$ cat config.mk
export PLATFORM = sky130hd
export DESIGN_NAME = fctm_regs
export DESIGN_NICKNAME = d
export VERILOG_FILES = /design/src/common/fctm_pkg.sv /design/src/verilog/fctm_sample_timer.sv /design/src/verilog/fctm_regs.sv
export SDC_FILE = /design/constraint.sdc
export NUM_CORES = 1
export LEC_CHECK = 0
export ABC_AREA = 1
export BUFFER_PORTS_ARGS = -buffer_cell sky130_fd_sc_hd__buf_2
export CAP_MARGIN = 25
export CELL_PAD_IN_SITES_DETAIL_PLACEMENT = 0
export CELL_PAD_IN_SITES_GLOBAL_PLACEMENT = 2
export CORE_UTILIZATION = 32
export DETAILED_ROUTE_END_ITERATION = 7
export GPL_TIMING_DRIVEN = 1
export PLACE_DENSITY = 0.91
export SETUP_SLACK_MARGIN = 0.5
export SYNTH_ARGS = -nofsm -noshare
export SYNTH_HDL_FRONTEND = slang
export SYNTH_SLANG_ARGS = --single-unit
$ cat constraint.sdc
create_clock -name clock -period 3.7 [get_ports clock]
set_clock_uncertainty 0.05 [all_clocks]
set_input_delay 0.37 -clock clock [delete_from_list [all_inputs] [get_ports clock]]
set_output_delay 0.37 -clock clock [all_outputs]
set_load 0.1 [all_outputs]
$ cat src/common/fctm_pkg.sv
`default_nettype none
package fctm_pkg;

  // ****************************************************************
  // register map
  // ****************************************************************
  localparam int unsigned FCTM_REG_COUNT = 10;
  localparam logic [7:0] FCTM_ADDR_FIRST = 8'h42;
  localparam logic [7:0] FCTM_ADDR_LAST = 8'h4b;
  localparam logic [7:0] FCTM_ADDR_BANDPASS_A2_LOW = 8'h42;
  localparam logic [7:0] FCTM_ADDR_BANDPASS_A3_HIGH = 8'h43;
  localparam logic [7:0] FCTM_ADDR_BANDPASS_A3_LOW = 8'h44;
  localparam logic [7:0] FCTM_ADDR_BANDPASS_B1_HIGH = 8'h45;
  localparam logic [7:0] FCTM_ADDR_BANDPASS_B1_LOW = 8'h46;
  localparam logic [7:0] FCTM_ADDR_LOWPASS_A2_HIGH = 8'h47;
  localparam logic [7:0] FCTM_ADDR_LOWPASS_A2_LOW = 8'h48;
  localparam logic [7:0] FCTM_ADDR_LOWPASS_B1_HIGH = 8'h49;
  localparam logic [7:0] FCTM_ADDR_LOWPASS_B1_LOW = 8'h4a;
  localparam logic [7:0] FCTM_ADDR_TEST_AND_DATAPATH = 8'h4b;

  // register index within the bank (address minus first address)
  localparam int unsigned FCTM_IDX_BANDPASS_A2_LOW = 0;
  localparam int unsigned FCTM_IDX_BANDPASS_A3_HIGH = 1;
  localparam int unsigned FCTM_IDX_BANDPASS_A3_LOW = 2;
  localparam int unsigned FCTM_IDX_BANDPASS_B1_HIGH = 3;
  localparam int unsigned FCTM_IDX_BANDPASS_B1_LOW = 4;
  localparam int unsigned FCTM_IDX_LOWPASS_A2_HIGH = 5;
  localparam int unsigned FCTM_IDX_LOWPASS_A2_LOW = 6;
  localparam int unsigned FCTM_IDX_LOWPASS_B1_HIGH = 7;
  localparam int unsigned FCTM_IDX_LOWPASS_B1_LOW = 8;
  localparam int unsigned FCTM_IDX_TEST_AND_DATAPATH = 9;

  // writable bits per register, index 9 down to 0; cleared bits read zero
  localparam logic [9:0][7:0] FCTM_WRITE_MASK = {
    8'hef, 8'hff, 8'h7f, 8'hff, 8'h7f, 8'hff, 8'hff, 8'hff, 8'hff, 8'hff
  };
  localparam logic [7:0] FCTM_RESET_VALUE = 8'h00;
  localparam logic [7:0] FCTM_UNMAPPED_READ = 8'h00;

  // ****************************************************************
  // test and data-path select fields
  // ****************************************************************
  localparam int unsigned FCTM_TEST_SEL_MSB = 7;
  localparam int unsigned FCTM_TEST_SEL_LSB = 5;
  localparam int unsigned FCTM_SAMPLE_FMT_BIT = 3;
  localparam int unsigned FCTM_DP_SEL_MSB = 2;
  localparam int unsigned FCTM_DP_SEL_LSB = 0;

  localparam logic [2:0] FCTM_TEST_GROUND = 3'h0;
  localparam logic [2:0] FCTM_TEST_FRONT_END = 3'h1;
  localparam logic [2:0] FCTM_TEST_OSC_8MHZ = 3'h4;
  localparam logic [2:0] FCTM_TEST_ADC_CLOCK = 3'h5;

  localparam logic [2:0] FCTM_DP_OFF = 3'h0;
  localparam logic [2:0] FCTM_DP_LOWPASS = 3'h1;
  localparam logic [2:0] FCTM_DP_ADC = 3'h4;

  // ****************************************************************
  // sample timing
  // ****************************************************************
  localparam int unsigned FCTM_CLOCK_PERIOD_NS = 20;
  localparam int unsigned FCTM_NARROW_PERIOD_NS = 1000;
  localparam int unsigned FCTM_WIDE_PERIOD_NS = 2000;
  localparam int unsigned FCTM_NARROW_CYCLES = FCTM_NARROW_PERIOD_NS / FCTM_CLOCK_PERIOD_NS;
  localparam int unsigned FCTM_WIDE_CYCLES = FCTM_WIDE_PERIOD_NS / FCTM_CLOCK_PERIOD_NS;
  localparam int unsigned FCTM_TIMER_WIDTH = 8;

  // coefficients as the filter logic sees them, high byte on top
  typedef struct packed {
    logic [7:0] bandpass_a2_low_byte;
    logic [15:0] bandpass_a3;
    logic [15:0] bandpass_b1;
    logic [14:0] lowpass_a2;
    logic [14:0] lowpass_b1;
  } fctm_coeff_t;

endpackage
`default_nettype wire

$ cat src/verilog/fctm_sample_timer.sv
`timescale 1ns/1ps
`default_nettype none

// ****************************************************************
// sample strobe divider
// ****************************************************************
module fctm_sample_timer #(
  parameter int unsigned NARROW_CYCLES = fctm_pkg::FCTM_NARROW_CYCLES,
  parameter int unsigned WIDE_CYCLES = fctm_pkg::FCTM_WIDE_CYCLES
) (
  input wire logic clock,
  input wire logic rst_n,
  input wire logic run,
  input wire logic wide,
  output logic strobe
);

  localparam int unsigned W = fctm_pkg::FCTM_TIMER_WIDTH;
  localparam logic [W-1:0] NARROW_LAST = W'(NARROW_CYCLES - 1);
  localparam logic [W-1:0] WIDE_LAST = W'(WIDE_CYCLES - 1);

  logic [W-1:0] count;
  wire logic [W-1:0] last = wide ? WIDE_LAST : NARROW_LAST;
  // a switch to the shorter period mid-count wraps at once, never overruns
  wire logic at_end = (count >= last);
  wire logic [W-1:0] next_count = (!run || at_end) ? '0 : count + W'(1);

  // count stays at zero while idle so the first sample is a full period away
  always_ff @(posedge clock or negedge rst_n)
  begin
    if (!rst_n)
    begin
      count <= '0;
      strobe <= 1'b0;
    end
    else
    begin
      count <= next_count;
      strobe <= run && at_end;
    end
  end

  a_idle_no_strobe: assert property (@(posedge clock) disable iff (!rst_n)
    !run |=> !strobe) else $error("sample strobe while timer idle");

  a_strobe_single_cycle: assert property (@(posedge clock) disable iff (!rst_n)
    strobe |=> !strobe) else $error("sample strobe longer than one cycle");

endmodule
`default_nettype wire

$ cat src/verilog/fctm_regs.sv
`timescale 1ns/1ps
`default_nettype none

// ****************************************************************
// filter coefficient and test select register bank
// ****************************************************************
module fctm_regs (
  input wire logic clock,
  input wire logic reset_n,
  input wire logic [7:0] reg_address,
  input wire logic [7:0] reg_write_data,
  input wire logic reg_write_strobe,
  input wire logic reg_read_strobe,
  output logic [7:0] reg_read_data,
  input wire logic osc_8mhz_pin,
  input wire logic adc_sample_clock_pin,
  output fctm_pkg::fctm_coeff_t coefficients,
  output logic test_pin_level,
  output logic test_pin_output_enable,
  output logic test_analog_route_enable,
  output logic [2:0] datapath_tap_source,
  output logic datapath_sample_wide,
  output logic datapath_sample_strobe
);

  // ****************************************************************
  // reset release
  // ****************************************************************
  logic [1:0] reset_pipe;
  wire logic rst_n = reset_pipe[1];

  // release is synchronous so no flop sees a half-released reset
  always_ff @(posedge clock or negedge reset_n)
  begin
    if (!reset_n)
      reset_pipe <= 2'h0;
    else
      reset_pipe <= {reset_pipe[0], 1'b1};
  end

  // ****************************************************************
  // address decode
  // ****************************************************************
  localparam int unsigned N = fctm_pkg::FCTM_REG_COUNT;

  logic [7:0] bank [N];

  wire logic in_range = (reg_address >= fctm_pkg::FCTM_ADDR_FIRST)
    && (reg_address <= fctm_pkg::FCTM_ADDR_LAST);
  wire logic [7:0] offset = reg_address - fctm_pkg::FCTM_ADDR_FIRST;
  wire logic [3:0] index = offset[3:0];
  wire logic [7:0] read_word = in_range ? bank[index] : fctm_pkg::FCTM_UNMAPPED_READ;

  // ****************************************************************
  // register storage
  // ****************************************************************
  // one writable byte per entry; masked bits never store, so they read zero
  generate
    for (genvar i = 0; i < N; i++)
    begin : g_entry
      wire logic hit = reg_write_strobe && in_range && (index == 4'(i));
      wire logic [7:0] mask = fctm_pkg::FCTM_WRITE_MASK[i];
      wire logic [7:0] next_value = hit ? (reg_write_data & mask) : bank[i];

      always_ff @(posedge clock or negedge rst_n)
      begin
        if (!rst_n)
          bank[i] <= fctm_pkg::FCTM_RESET_VALUE;
        else
          bank[i] <= next_value;
      end
    end
  endgenerate

  // read answer lands in the cycle after the strobe and only there
  always_ff @(posedge clock or negedge rst_n)
  begin
    if (!rst_n)
      reg_read_data <= 8'h00;
    else
      reg_read_data <= reg_read_strobe ? read_word : 8'h00;
  end

  // ****************************************************************
  // coefficients to the filters
  // ****************************************************************
  // lowpass high bytes contribute only their seven stored bits
  assign coefficients.bandpass_a2_low_byte = bank[fctm_pkg::FCTM_IDX_BANDPASS_A2_LOW];
  assign coefficients.bandpass_a3 = {bank[fctm_pkg::FCTM_IDX_BANDPASS_A3_HIGH],
    bank[fctm_pkg::FCTM_IDX_BANDPASS_A3_LOW]};
  assign coefficients.bandpass_b1 = {bank[fctm_pkg::FCTM_IDX_BANDPASS_B1_HIGH],
    bank[fctm_pkg::FCTM_IDX_BANDPASS_B1_LOW]};
  assign coefficients.lowpass_a2 = {bank[fctm_pkg::FCTM_IDX_LOWPASS_A2_HIGH][6:0],
    bank[fctm_pkg::FCTM_IDX_LOWPASS_A2_LOW]};
  assign coefficients.lowpass_b1 = {bank[fctm_pkg::FCTM_IDX_LOWPASS_B1_HIGH][6:0],
    bank[fctm_pkg::FCTM_IDX_LOWPASS_B1_LOW]};

  // ****************************************************************
  // test select fields
  // ****************************************************************
  wire logic [7:0] test_word = bank[fctm_pkg::FCTM_IDX_TEST_AND_DATAPATH];
  wire logic [2:0] test_select =
    test_word[fctm_pkg::FCTM_TEST_SEL_MSB:fctm_pkg::FCTM_TEST_SEL_LSB];
  wire logic sample_wide_select = test_word[fctm_pkg::FCTM_SAMPLE_FMT_BIT];
  wire logic [2:0] source_select =
    test_word[fctm_pkg::FCTM_DP_SEL_MSB:fctm_pkg::FCTM_DP_SEL_LSB];

  // ****************************************************************
  // pin inputs
  // ****************************************************************
  // bit 1 is the 8 MHz oscillator, bit 0 the ADC sample clock
  logic [1:0] pin_meta;
  logic [1:0] pin_sync;
  logic [1:0] pin_late;
  logic [1:0] pin_level;
  wire logic [1:0] pins = {osc_8mhz_pin, adc_sample_clock_pin};
  // a bit moves only when the last two stages agree, otherwise it holds
  wire logic [1:0] next_pin_level = (pin_sync & pin_late)
    | (pin_level & (pin_sync | pin_late));

  // an 8 MHz clock seen at 50 MHz comes out with a cycle of jitter;
  // good enough for a scope on the test pin, not for timing anything
  always_ff @(posedge clock or negedge rst_n)
  begin
    if (!rst_n)
    begin
      pin_meta <= 2'h0;
      pin_sync <= 2'h0;
      pin_late <= 2'h0;
      pin_level <= 2'h0;
    end
    else
    begin
      pin_meta <= pins;
      pin_sync <= pin_meta;
      pin_late <= pin_sync;
      pin_level <= next_pin_level;
    end
  end

  // ****************************************************************
  // test pin drive
  // ****************************************************************
  // reserved codes 2 and 3 leave both the digital driver and the analog switch off; 6 and 7 turn the driver on at level zero
  wire logic next_test_level = (test_select == fctm_pkg::FCTM_TEST_OSC_8MHZ) ? pin_level[1]
    : (test_select == fctm_pkg::FCTM_TEST_ADC_CLOCK) ? pin_level[0] : 1'b0;
  wire logic next_test_digital = test_select[2];
  wire logic next_test_analog = (test_select == fctm_pkg::FCTM_TEST_FRONT_END);

  // ****************************************************************
  // data-path tap
  // ****************************************************************
  // source codes 5 to 7 behave as disabled, 2 and 3 pass as live taps; the format bit counts only with a live tap
  wire logic tap_active = (source_select >= fctm_pkg::FCTM_DP_LOWPASS)
    && (source_select <= fctm_pkg::FCTM_DP_ADC);
  wire logic [2:0] next_tap_source = tap_active ? source_select : fctm_pkg::FCTM_DP_OFF;
  wire logic next_sample_wide = tap_active && sample_wide_select;

  // every pin-facing output leaves from a flop
  always_ff @(posedge clock or negedge rst_n)
  begin
    if (!rst_n)
    begin
      test_pin_level <= 1'b0;
      test_pin_output_enable <= 1'b0;
      test_analog_route_enable <= 1'b0;
      datapath_tap_source <= fctm_pkg::FCTM_DP_OFF;
      datapath_sample_wide <= 1'b0;
    end
    else
    begin
      test_pin_level <= next_test_level;
      test_pin_output_enable <= next_test_digital;
      test_analog_route_enable <= next_test_analog;
      datapath_tap_source <= next_tap_source;
      datapath_sample_wide <= next_sample_wide;
    end
  end

  // sample cadence: 50 cycles narrow, 100 cycles wide
  fctm_sample_timer #(
    .NARROW_CYCLES(fctm_pkg::FCTM_NARROW_CYCLES),
    .WIDE_CYCLES(fctm_pkg::FCTM_WIDE_CYCLES)
  ) u_timer (
    .clock(clock),
    .rst_n(rst_n),
    .run(tap_active),
    .wide(next_sample_wide),
    .strobe(datapath_sample_strobe)
  );

  // ****************************************************************
  // checks
  // ****************************************************************
  // cycles since the last strobe, trusted only while the setting held still
  logic [7:0] gap_count;
  logic gap_valid;
  logic gap_wide;

  always_ff @(posedge clock or negedge rst_n)
  begin
    if (!rst_n)
    begin
      gap_count <= 8'h00;
      gap_valid <= 1'b0;
      gap_wide <= 1'b0;
    end
    else
    begin
      gap_count <= datapath_sample_strobe ? 8'h01 : gap_count + 8'h01;
      gap_wide <= next_sample_wide;
      if (!tap_active || (next_sample_wide != gap_wide))
        gap_valid <= 1'b0;
      else if (datapath_sample_strobe)
        gap_valid <= 1'b1;
    end
  end

  a_bandpass_a3_readback: assert property (@(posedge clock) disable iff (!rst_n)
    reg_write_strobe && reg_address == fctm_pkg::FCTM_ADDR_BANDPASS_A3_HIGH
    ##1 reg_read_strobe && reg_address == fctm_pkg::FCTM_ADDR_BANDPASS_A3_HIGH
    |=> reg_read_data == $past(reg_write_data, 2)) else $error("a3 high readback wrong");

  a_bandpass_a2_store: assert property (@(posedge clock) disable iff (!rst_n)
    reg_write_strobe && reg_address == fctm_pkg::FCTM_ADDR_BANDPASS_A2_LOW
    |=> coefficients.bandpass_a2_low_byte == $past(reg_write_data))
    else $error("a2 low byte not stored");

  a_lowpass_a2_reserved: assert property (@(posedge clock) disable iff (!rst_n)
    reg_read_strobe && reg_address == fctm_pkg::FCTM_ADDR_LOWPASS_A2_HIGH
    |=> !reg_read_data[7]) else $error("lowpass a2 reserved bit set");

  a_lowpass_b1_reserved: assert property (@(posedge clock) disable iff (!rst_n)
    reg_write_strobe && reg_address == fctm_pkg::FCTM_ADDR_LOWPASS_B1_HIGH
    ##1 reg_read_strobe && reg_address == fctm_pkg::FCTM_ADDR_LOWPASS_B1_HIGH
    |=> reg_read_data == {1'b0, $past(reg_write_data[6:0], 2)})
    else $error("lowpass b1 high readback wrong");

  a_lowpass_low_store: assert property (@(posedge clock) disable iff (!rst_n)
    reg_write_strobe && reg_address == fctm_pkg::FCTM_ADDR_LOWPASS_A2_LOW
    |=> coefficients.lowpass_a2[7:0] == $past(reg_write_data))
    else $error("lowpass a2 low byte not stored");

  a_test_pin_route: assert property (@(posedge clock) disable iff (!rst_n)
    test_select == fctm_pkg::FCTM_TEST_ADC_CLOCK
    |=> test_pin_level == $past(pin_level[0]) && test_pin_output_enable
    && !test_analog_route_enable) else $error("adc clock not on test pin");

  a_test_pin_class: assert property (@(posedge clock) disable iff (!rst_n)
    !test_select[2] |=> !test_pin_output_enable && !test_pin_level)
    else $error("analog code drives digital pin");

  a_sample_spacing: assert property (@(posedge clock) disable iff (!rst_n)
    datapath_sample_strobe && gap_valid
    |-> gap_count == (gap_wide ? 8'(fctm_pkg::FCTM_WIDE_CYCLES)
    : 8'(fctm_pkg::FCTM_NARROW_CYCLES))) else $error("sample spacing wrong");

  a_format_needs_tap: assert property (@(posedge clock) disable iff (!rst_n)
    !tap_active |=> !datapath_sample_wide ##1 !datapath_sample_strobe)
    else $error("sample format active without tap");

  a_tap_source: assert property (@(posedge clock) disable iff (!rst_n)
    1'b1 |=> datapath_tap_source == ($past(tap_active) ? $past(source_select)
    : fctm_pkg::FCTM_DP_OFF)) else $error("tap source mismatch");

  a_reset_defaults: assert property (@(posedge clock)
    $rose(rst_n) |-> test_word == 8'h00 && !test_pin_output_enable
    && datapath_tap_source == fctm_pkg::FCTM_DP_OFF && !datapath_sample_wide)
    else $error("test select not clear after reset");

  a_coeff_high_order: assert property (@(posedge clock) disable iff (!rst_n)
    reg_write_strobe && reg_address == fctm_pkg::FCTM_ADDR_BANDPASS_B1_HIGH
    |=> coefficients.bandpass_b1[15:8] == $past(reg_write_data))
    else $error("b1 high byte not on top");

endmodule
`default_nettype wire

==> impl_metrics.py, run 1 <==
metrics = {
    "timing": {
        "relSlewSlack_pct": 47.8,
        "finalSetupViolCount": 0,
        "finalCritPeriodShare_pct": 56.2,
        "period_minus_slack_ps": 2080,
        "hold_violations": 0,
        "worstMarginPinSlew_ps": 780,
        "fin_tns_setup_ps": 0,
        "rsz0062_at_grt": "false",
        "drv_slew": 0,
        "fmax_mhz": 481,
    },
    "placement": {
        "port_buffers": 107,
        "place_hpwl_um": 11800,
        "postPlaceCellArea_um2": 5990,
        "routabilityCongestion": 0.805,
    },
    "cts": {
        "post_cts_buffers": 0,
        "insertion_delay_ps": 360,
        "htreeDepth": 3,
        "clock_path_buffers": 2,
        "cts.sinks": 111,
        "clk_pin_slew_worst_paths_ps": 70,
        "cts_tree": "yes",
        "cts.repair.resized": 0,
        "cts-root-buf": "clkbuf_16",
        "numCtsBuffers": 9,
    },
    "synth": {
        "ys.flop_type": "dfrtp_1",
        "async_flop_share_pct": 100,
        "synth_top_area_share_pct": 48.9,
        "ys_ff_latch": 111,
        "yosysTopAreaCell": "dfrtp_1",
        "syn_inst": 732,
        "syn_nets": 757,
        "syn_avg_cell_area_um2": 7.75,
        "netlist_area_um2": 5680,
        "yosysMostFrequentCell": "nand2_1",
        "synth_edf_count": 0,
        "synth_common_cells": "nand2_1 (256), dfrtp_1 (111), nand3_1 (94)",
        "yosysSeqAreaShare_pct": 48.9,
        "yosys_warnings": 0,
        "ys_types": 28,
        "synth_area_leaders": "dfrtp_1 (49%), nand2_1 (17%), buf_4 (9.8%)",
    },
    "min_path": {
        "hold_class": "in2reg",
        "worstHoldStart": "adc_sample_clock_pin",
        "hold_depth": 1,
        "hold-path-endpoint": "pin_meta[0]$_DFF_PN0_",
    },
    "grt": {
        "grt_pass1_wl_um": 25700,
        "grt_usage_pct": 18.8,
        "grt_max_degree": 44,
        "antenna_found_initial": 0,
        "first_global_vias": 4494,
        "overflow": 0,
    },
    "critical_path": {
        "critPathArrivalTime_ps": 2280,
        "max_stage_delay_ps": 480,
        "crit_type": "in2reg",
        "worst_path_max_delay_cell": "nor2_1",
        "cp.required_ps": 3900,
        "cp-start-kind": "input pin",
        "end_kind": "flop",
        "cp_cell_sequence": "buf_2 > inv_1 > ha_1 > inv_1 > nand2_2 > nor2_1 > nand2_1 > nand2_1 > nand2_1",
        "rr_endpoint": "u_timer.count[5]$_DFF_PN0_",
        "r2r_cells": 12,
        "regToRegStartpoint": "test_word[0]$_DFFE_PN0P_",
        "crit_fanout": 10,
        "path_common_cell": "nand2_1",
        "r2r_setup_slack_ps": 1770,
    },
    "floorplan": {
        "die_h_um": 135,
        "initial_core_util_pct": 32.8,
        "core_area_um2": 17300,
        "row_count": 48,
        "dieWidth_um": 135,
        "boundaryPins": 108,
        "dieArea_um2": 18300,
    },
    "power_and_ir_drop": {
        "ir_drop_uv": 210,
        "leakage_nw": 3.56,
        "p_per_area_nw_per_um2": 441,
    },
    "layout": {
        "nFillCells": 1876,
        "ff_latch_area_um2": 2780,
        "drive_above_1_share_pct": 19.5,
        "num_antenna_cells": 0,
        "final_cell_area_um2": 6270,
        "finish.utilization_pct": 36.3,
        "multi_input_area_um2": 2100,
        "final_nets": 797,
        "area_delta_synth_final_pct": 10.6,
    },
    "routing": {
        "drc": 0,
        "vias_per_cell": 4.61,
        "dr_total_vias": 4618,
        "wl_per_cell_um": 16.0,
        "drtIter0Drc": 326,
        "dr.pass1.iters": 4,
        "wl_um": 16000,
        "antenna_left": 0,
    },
    "run_status": {
        "run_status": "finished, final reports clean",
    },
    "run": {
        "maxCapViolations": 0,
    },
}
## worst max-delay path, delay by kind of cell
kind | cells | cell delay, ps
fa+ha+maj | 1 | 430
buf+inv | 3 | 390
simple gates | 5 | 1090
## report_power, final
part	switching, W	internal [W]
combinational	0.000441	0.0000891
clock	0.000439	0.000492
sequential	0.0000485	0.00126
total	0.000928	0.00184
## through the flow
step | hold WS (ps) | std cells | setup slack (ps) | power [W]
after floorplan | 24.4 | 732 | 1790 | 0.00178
after global placement | 106 | 984 | 1270 | 0.00186
after detailed placement | 108 | 985 | 1250 | 0.00186
after CTS | 58.6 | 1001 | 1640 | 0.00280
after global routing | 54.8 | 1001 | 1430 | 0.00290
final | 70.1 | 1001 | 1620 | 0.00277
## placed cells by master, fill, tap and decap left out, types with 2 or more instances in the layout
cell type,n
buf_2,107
nand2_1,256
clkbuf_1,2
clkbuf_16,9
nand2_2,6
dfrtp_1,110
clkbuf_8,2
xor2_1,4
nor2_1,88
nand3_1,94
ha_1,3
nor2_2,7
buf_4,13
inv_1,46
xnor2_1,3
nand4_1,7
maj3_1,2
## worst max path at each step
stage	start	endpoint	slack [ps]	cells past startpoint
after detailed placement	reg_address[1]	coefficients[24]$_DFFE_PN0P_	1250	9
after global routing	reg_address[1]	coefficients[28]$_DFFE_PN0P_	1430	9
after floorplan	reset_pipe[1]$_DFF_PN0_	coefficients[0]$_DFFE_PN0P_	1790	0
final	reg_address[1]	coefficients[24]$_DFFE_PN0P_	1620	9
after CTS	reg_address[1]	coefficients[24]$_DFFE_PN0P_	1640	9
after global placement	reg_address[1]	coefficients[27]$_DFFE_PN0P_	1270	9
## state kept, by name, summed over array words and instances, names as in the netlist
register,count
coefficients,70
datapath_sample_wide,1
datapath_tap_source,3
pin_late,2
pin_level,2
pin_meta,2
pin_sync,2
reg_read_data,8
reset_pipe,2
test_analog_route_enable,1
test_pin_level,1
test_pin_output_enable,1
test_word,7
u_timer.count,8
u_timer.strobe,1
## cell type report
type | instances | share of cell area, %
sequential | 111 | 44.3
multi-input combinational | 481 | 33.4
clock buffer | 13 | 4.15
timing repair buffer | 122 | 10.6
inverter | 47 | 2.81
clock inverter | 2 | 0.259
tap | 225 | 4.49
## cell families after synthesis
kind of cell	synth area share, %
other	0.0661
AND/OR/NAND/NOR	34.2
flip-flops	48.9
AO/OA/AOI/OAI	0.309
XOR/XNOR	1.08
buffers and inverters	14.2
multiplexers	0.176
adder cells (fa/ha/maj)	1.01
## repair_timing
action                                  4_1_cts  5_1_grt
hold endpoints to repair                      2        0
hold buffers                                  1        0
endpoints found under the setup margin        0        0
## metal layers
| metal | wire length (µm) | share of wire, % | track usage, % | vias to the layer above |
|---|---|---|---|---|
| met5 | 0 | 0 | 0 | - |
| met2 | 6740 | 42 | 26.9 | 155 |
| li1 | - | - | - | 2287 |
| met1 | 7990 | 50 | 28.2 | 2159 |
| met4 | 242 | 1.5 | 5.99 | 0 |
| met3 | 1040 | 6.5 | 3.63 | 17 |
Power figures use the tool's default switching activity.
==> inputs of run 2 (changes only) <==
--- a/config.mk
+++ b/config.mk
@@ -10,10 +10,10 @@
 export CAP_MARGIN = 25
 export CELL_PAD_IN_SITES_DETAIL_PLACEMENT = 0
 export CELL_PAD_IN_SITES_GLOBAL_PLACEMENT = 2
-export CORE_UTILIZATION = 32
+export CORE_UTILIZATION = 29
 export DETAILED_ROUTE_END_ITERATION = 7
 export GPL_TIMING_DRIVEN = 1
-export PLACE_DENSITY = 0.91
+export PLACE_DENSITY = 0.88
 export SETUP_SLACK_MARGIN = 0.5
 export SYNTH_ARGS = -nofsm -noshare
 export SYNTH_HDL_FRONTEND = slang
==> constraint.sdc (replaced) <==
create_clock -name clock -period 1.8 [get_ports clock]
set_clock_uncertainty 0.05 [all_clocks]
set_input_delay 0.18 -clock clock [delete_from_list [all_inputs] [get_ports clock]]
set_output_delay 0.18 -clock clock [all_outputs]
set_load 0.1 [all_outputs]
==> run 2 against run 1 <==
Effect of this change: global-route usage shrank 1.3 points; non-clock buffer count grew 44; highest routed layer unchanged; via count grew 3.7%.
==> impl_metrics.py, run 2 (synthesis gave the netlist of run 1 again) <==
metrics = {
    "run_status": {
        "run_status": "finished, final reports clean",
    },
    "routing": {
        "drc": 0,
        "wl_met2_um": 7940,
        "wl_um": 17000,
        "dr.pass1.iters": 5,
        "routed.top_layer": "met4",
        "dr_total_vias": 4787,
        "drt-met1-wl_um": 8010,
        "route.met3.wl_um": 868,
        "wl_per_cell_um": 15.7,
        "antenna_left": 0,
        "vias_per_cell": 4.43,
        "drtIter0Drc": 295,
    },
    "layout": {
        "nFillCells": 1973,
        "num_antenna_cells": 0,
        "final_nets": 841,
        "largest_reg_flops": 70,
        "mostFrequentLayoutCell": "nand2_1",
        "drive_above_1_share_pct": 27.3,
        "layout_common_cells": "nand2_1 (247), dfrtp_1 (110), nand3_1 (92)",
        "area_delta_synth_final_pct": 31.2,
    },
    "timing": {
        "fin_tns_setup_ps": 0,
        "fmax_mhz": 621,
        "finalSetupViolCount": 0,
        "drv_slew": 0,
        "period_minus_slack_ps": 1610,
        "hold_violations": 0,
        "finalCritPeriodShare_pct": 89.4,
        "worst_slack_ps": 191,
        "rsz0062_at_grt": "true",
    },
    "critical_path": {
        "crit_fanout": 3,
        "r2r_setup_slack_ps": 190,
        "max_stage_delay_ps": 400,
        "cp_cell_sequence": "inv_2 > buf_4 > buf_6 > buf_6 > buf_6 > buf_6 > buf_6 > buf_6 > buf_6 > buf_6 > nor2_4",
        "cp.required_ps": 2040,
        "r2r_cells": 11,
        "crit_type": "reg2reg",
        "critPathArrivalTime_ps": 1850,
        "end_kind": "flop",
        "path_common_cell": "buf_6",
        "regToRegStartpoint": "test_word[1]$_DFFE_PN0P_",
        "cp-start-kind": "flop",
        "worst_path_max_delay_cell": "dfrtp_1",
        "rr_endpoint": "datapath_tap_source[1]$_DFF_PN0_",
    },
    "power_and_ir_drop": {
        "p_sw_w": 0.00201,
        "finalPower_w": 0.00595,
        "clockPowerShare_pct": 32.3,
        "p_comb_share_pct": 22.5,
        "leakage_nw": 3.95,
        "power.internal_w": 0.00393,
        "seqPwrFrac_pct": 45.2,
        "ir_drop_uv": 475,
        "p_per_area_nw_per_um2": 799,
        "p_sw_share_pct": 33.9,
    },
    "floorplan": {
        "core_area_um2": 19000,
        "dieWidth_um": 142,
        "boundaryPins": 108,
        "initial_core_util_pct": 29.9,
        "die_h_um": 142,
        "row_count": 50,
        "dieArea_um2": 20100,
    },
    "grt": {
        "antenna_found_initial": 0,
        "grt_pass1_wl_um": 26300,
        "first_global_vias": 4686,
        "grt_max_degree": 63,
        "overflow": 0,
        "grt_usage_pct": 17.5,
    },
    "cts": {
        "clk_pin_slew_worst_paths_ps": 70,
        "cts.sinks": 111,
        "cts-root-buf": "clkbuf_16",
        "clock_path_buffers": 2,
        "numCtsBuffers": 9,
        "cts_tree": "yes",
        "htreeDepth": 3,
        "insertion_delay_ps": 350,
    },
    "placement": {
        "port_buffers": 107,
        "routabilityCongestion": 0.780,
        "pre_cts_slack_ps": 72.5,
        "place_hpwl_um": 12100,
    },
    "min_path": {
        "hold_class": "in2async",
    },
    "run": {
        "maxCapViolations": 0,
    },
}
run 2: changes by cell type in the layout (fill, tap and decap cells not counted), moves of 9 or more:
cell / previous run / this run
buf_4: 13 / 61
buf_2: 107 / 20
nand2_1: 256 / 247
buf_6: 0 / 70
nor2_4: 1 / 11
nor2_1: 88 / 78
run 2: worst max-delay path by stage:
stage | start | to | cells past startpoint
detailed placement | test_word[0]$_DFFE_PN0P_ | u_timer.count[2]$_DFF_PN0_ | 12
CTS | test_word[0]$_DFFE_PN0P_ | u_timer.count[1]$_DFF_PN0_ | 12
finish | test_word[1]$_DFFE_PN0P_ | datapath_tap_source[1]$_DFF_PN0_ | 11
floorplan | test_word[1]$_DFFE_PN0P_ | u_timer.count[0]$_DFF_PN0_ | 12
global placement | test_word[0]$_DFFE_PN0P_ | u_timer.count[0]$_DFF_PN0_ | 12
global route | test_word[0]$_DFFE_PN0P_ | u_timer.count[0]$_DFF_PN0_ | 12
run 2: worst max-delay path, delay by kind of cell (launching register included):
kind                   cells  cell delay (ps)
flip-flops                 1              400
AND/OR/NAND/NOR            1               80
buffers and inverters     10             1020
run 2: per-stage QoR:
stage | cells | hold slack, ps | area, µm² | utilization (%)
2_1_floorplan | 732 | -166 | 5810 | -
3_3_place_gp | 1037 | -76.6 | 6350 | 33.5
3_5_place_dp | 1037 | -76.9 | 6350 | 33.5
4_1_cts | 1071 | 73.1 | 7170 | 37.8
5_1_grt | 1081 | 97.0 | 7450 | 39.3
6_report | 1081 | 81.7 | 7450 | 39.3
run 2: timing repair:
item,in CTS,in global routing
pin swaps,6,15
endpoints found under the hold margin,4,0
buffers inserted,15,10
endpoints found under the setup margin,95,76
gates resized for setup,135,55
hold buffers,3,0
run 2: metal layers:
layer	vias to the layer above	track usage (%)
met3	8	2.97
met4	0	4.07
met5	-	0
met1	2285	24.4
met2	126	28.3
li1	2368	-
run 2: area by class of cell:
cell class / instances / area (µm²) / share of cell area (%)
well taps: 260 / 325 / 4.37
multi-input cells: 481 / 2300 / 30.8
clock inverters: 4 / 30.0 / 0.403
repair buffers: 166 / 1590 / 21.3
flip-flops and latches: 111 / 2780 / 37.3
clock buffers: 12 / 246 / 3.31
inverters: 47 / 180 / 2.42
run 2: power by group through the flow:
stage | registers, W | clock network, W | logic [W]
2_1_floorplan | 0.00277 | 0 | 0.000933
3_3_place_gp | 0.00272 | 0 | 0.00119
3_5_place_dp | 0.00272 | 0 | 0.00120
4_1_cts | 0.00268 | 0.00198 | 0.00130
5_1_grt | 0.00270 | 0.00208 | 0.00142
6_report | 0.00269 | 0.00192 | 0.00134
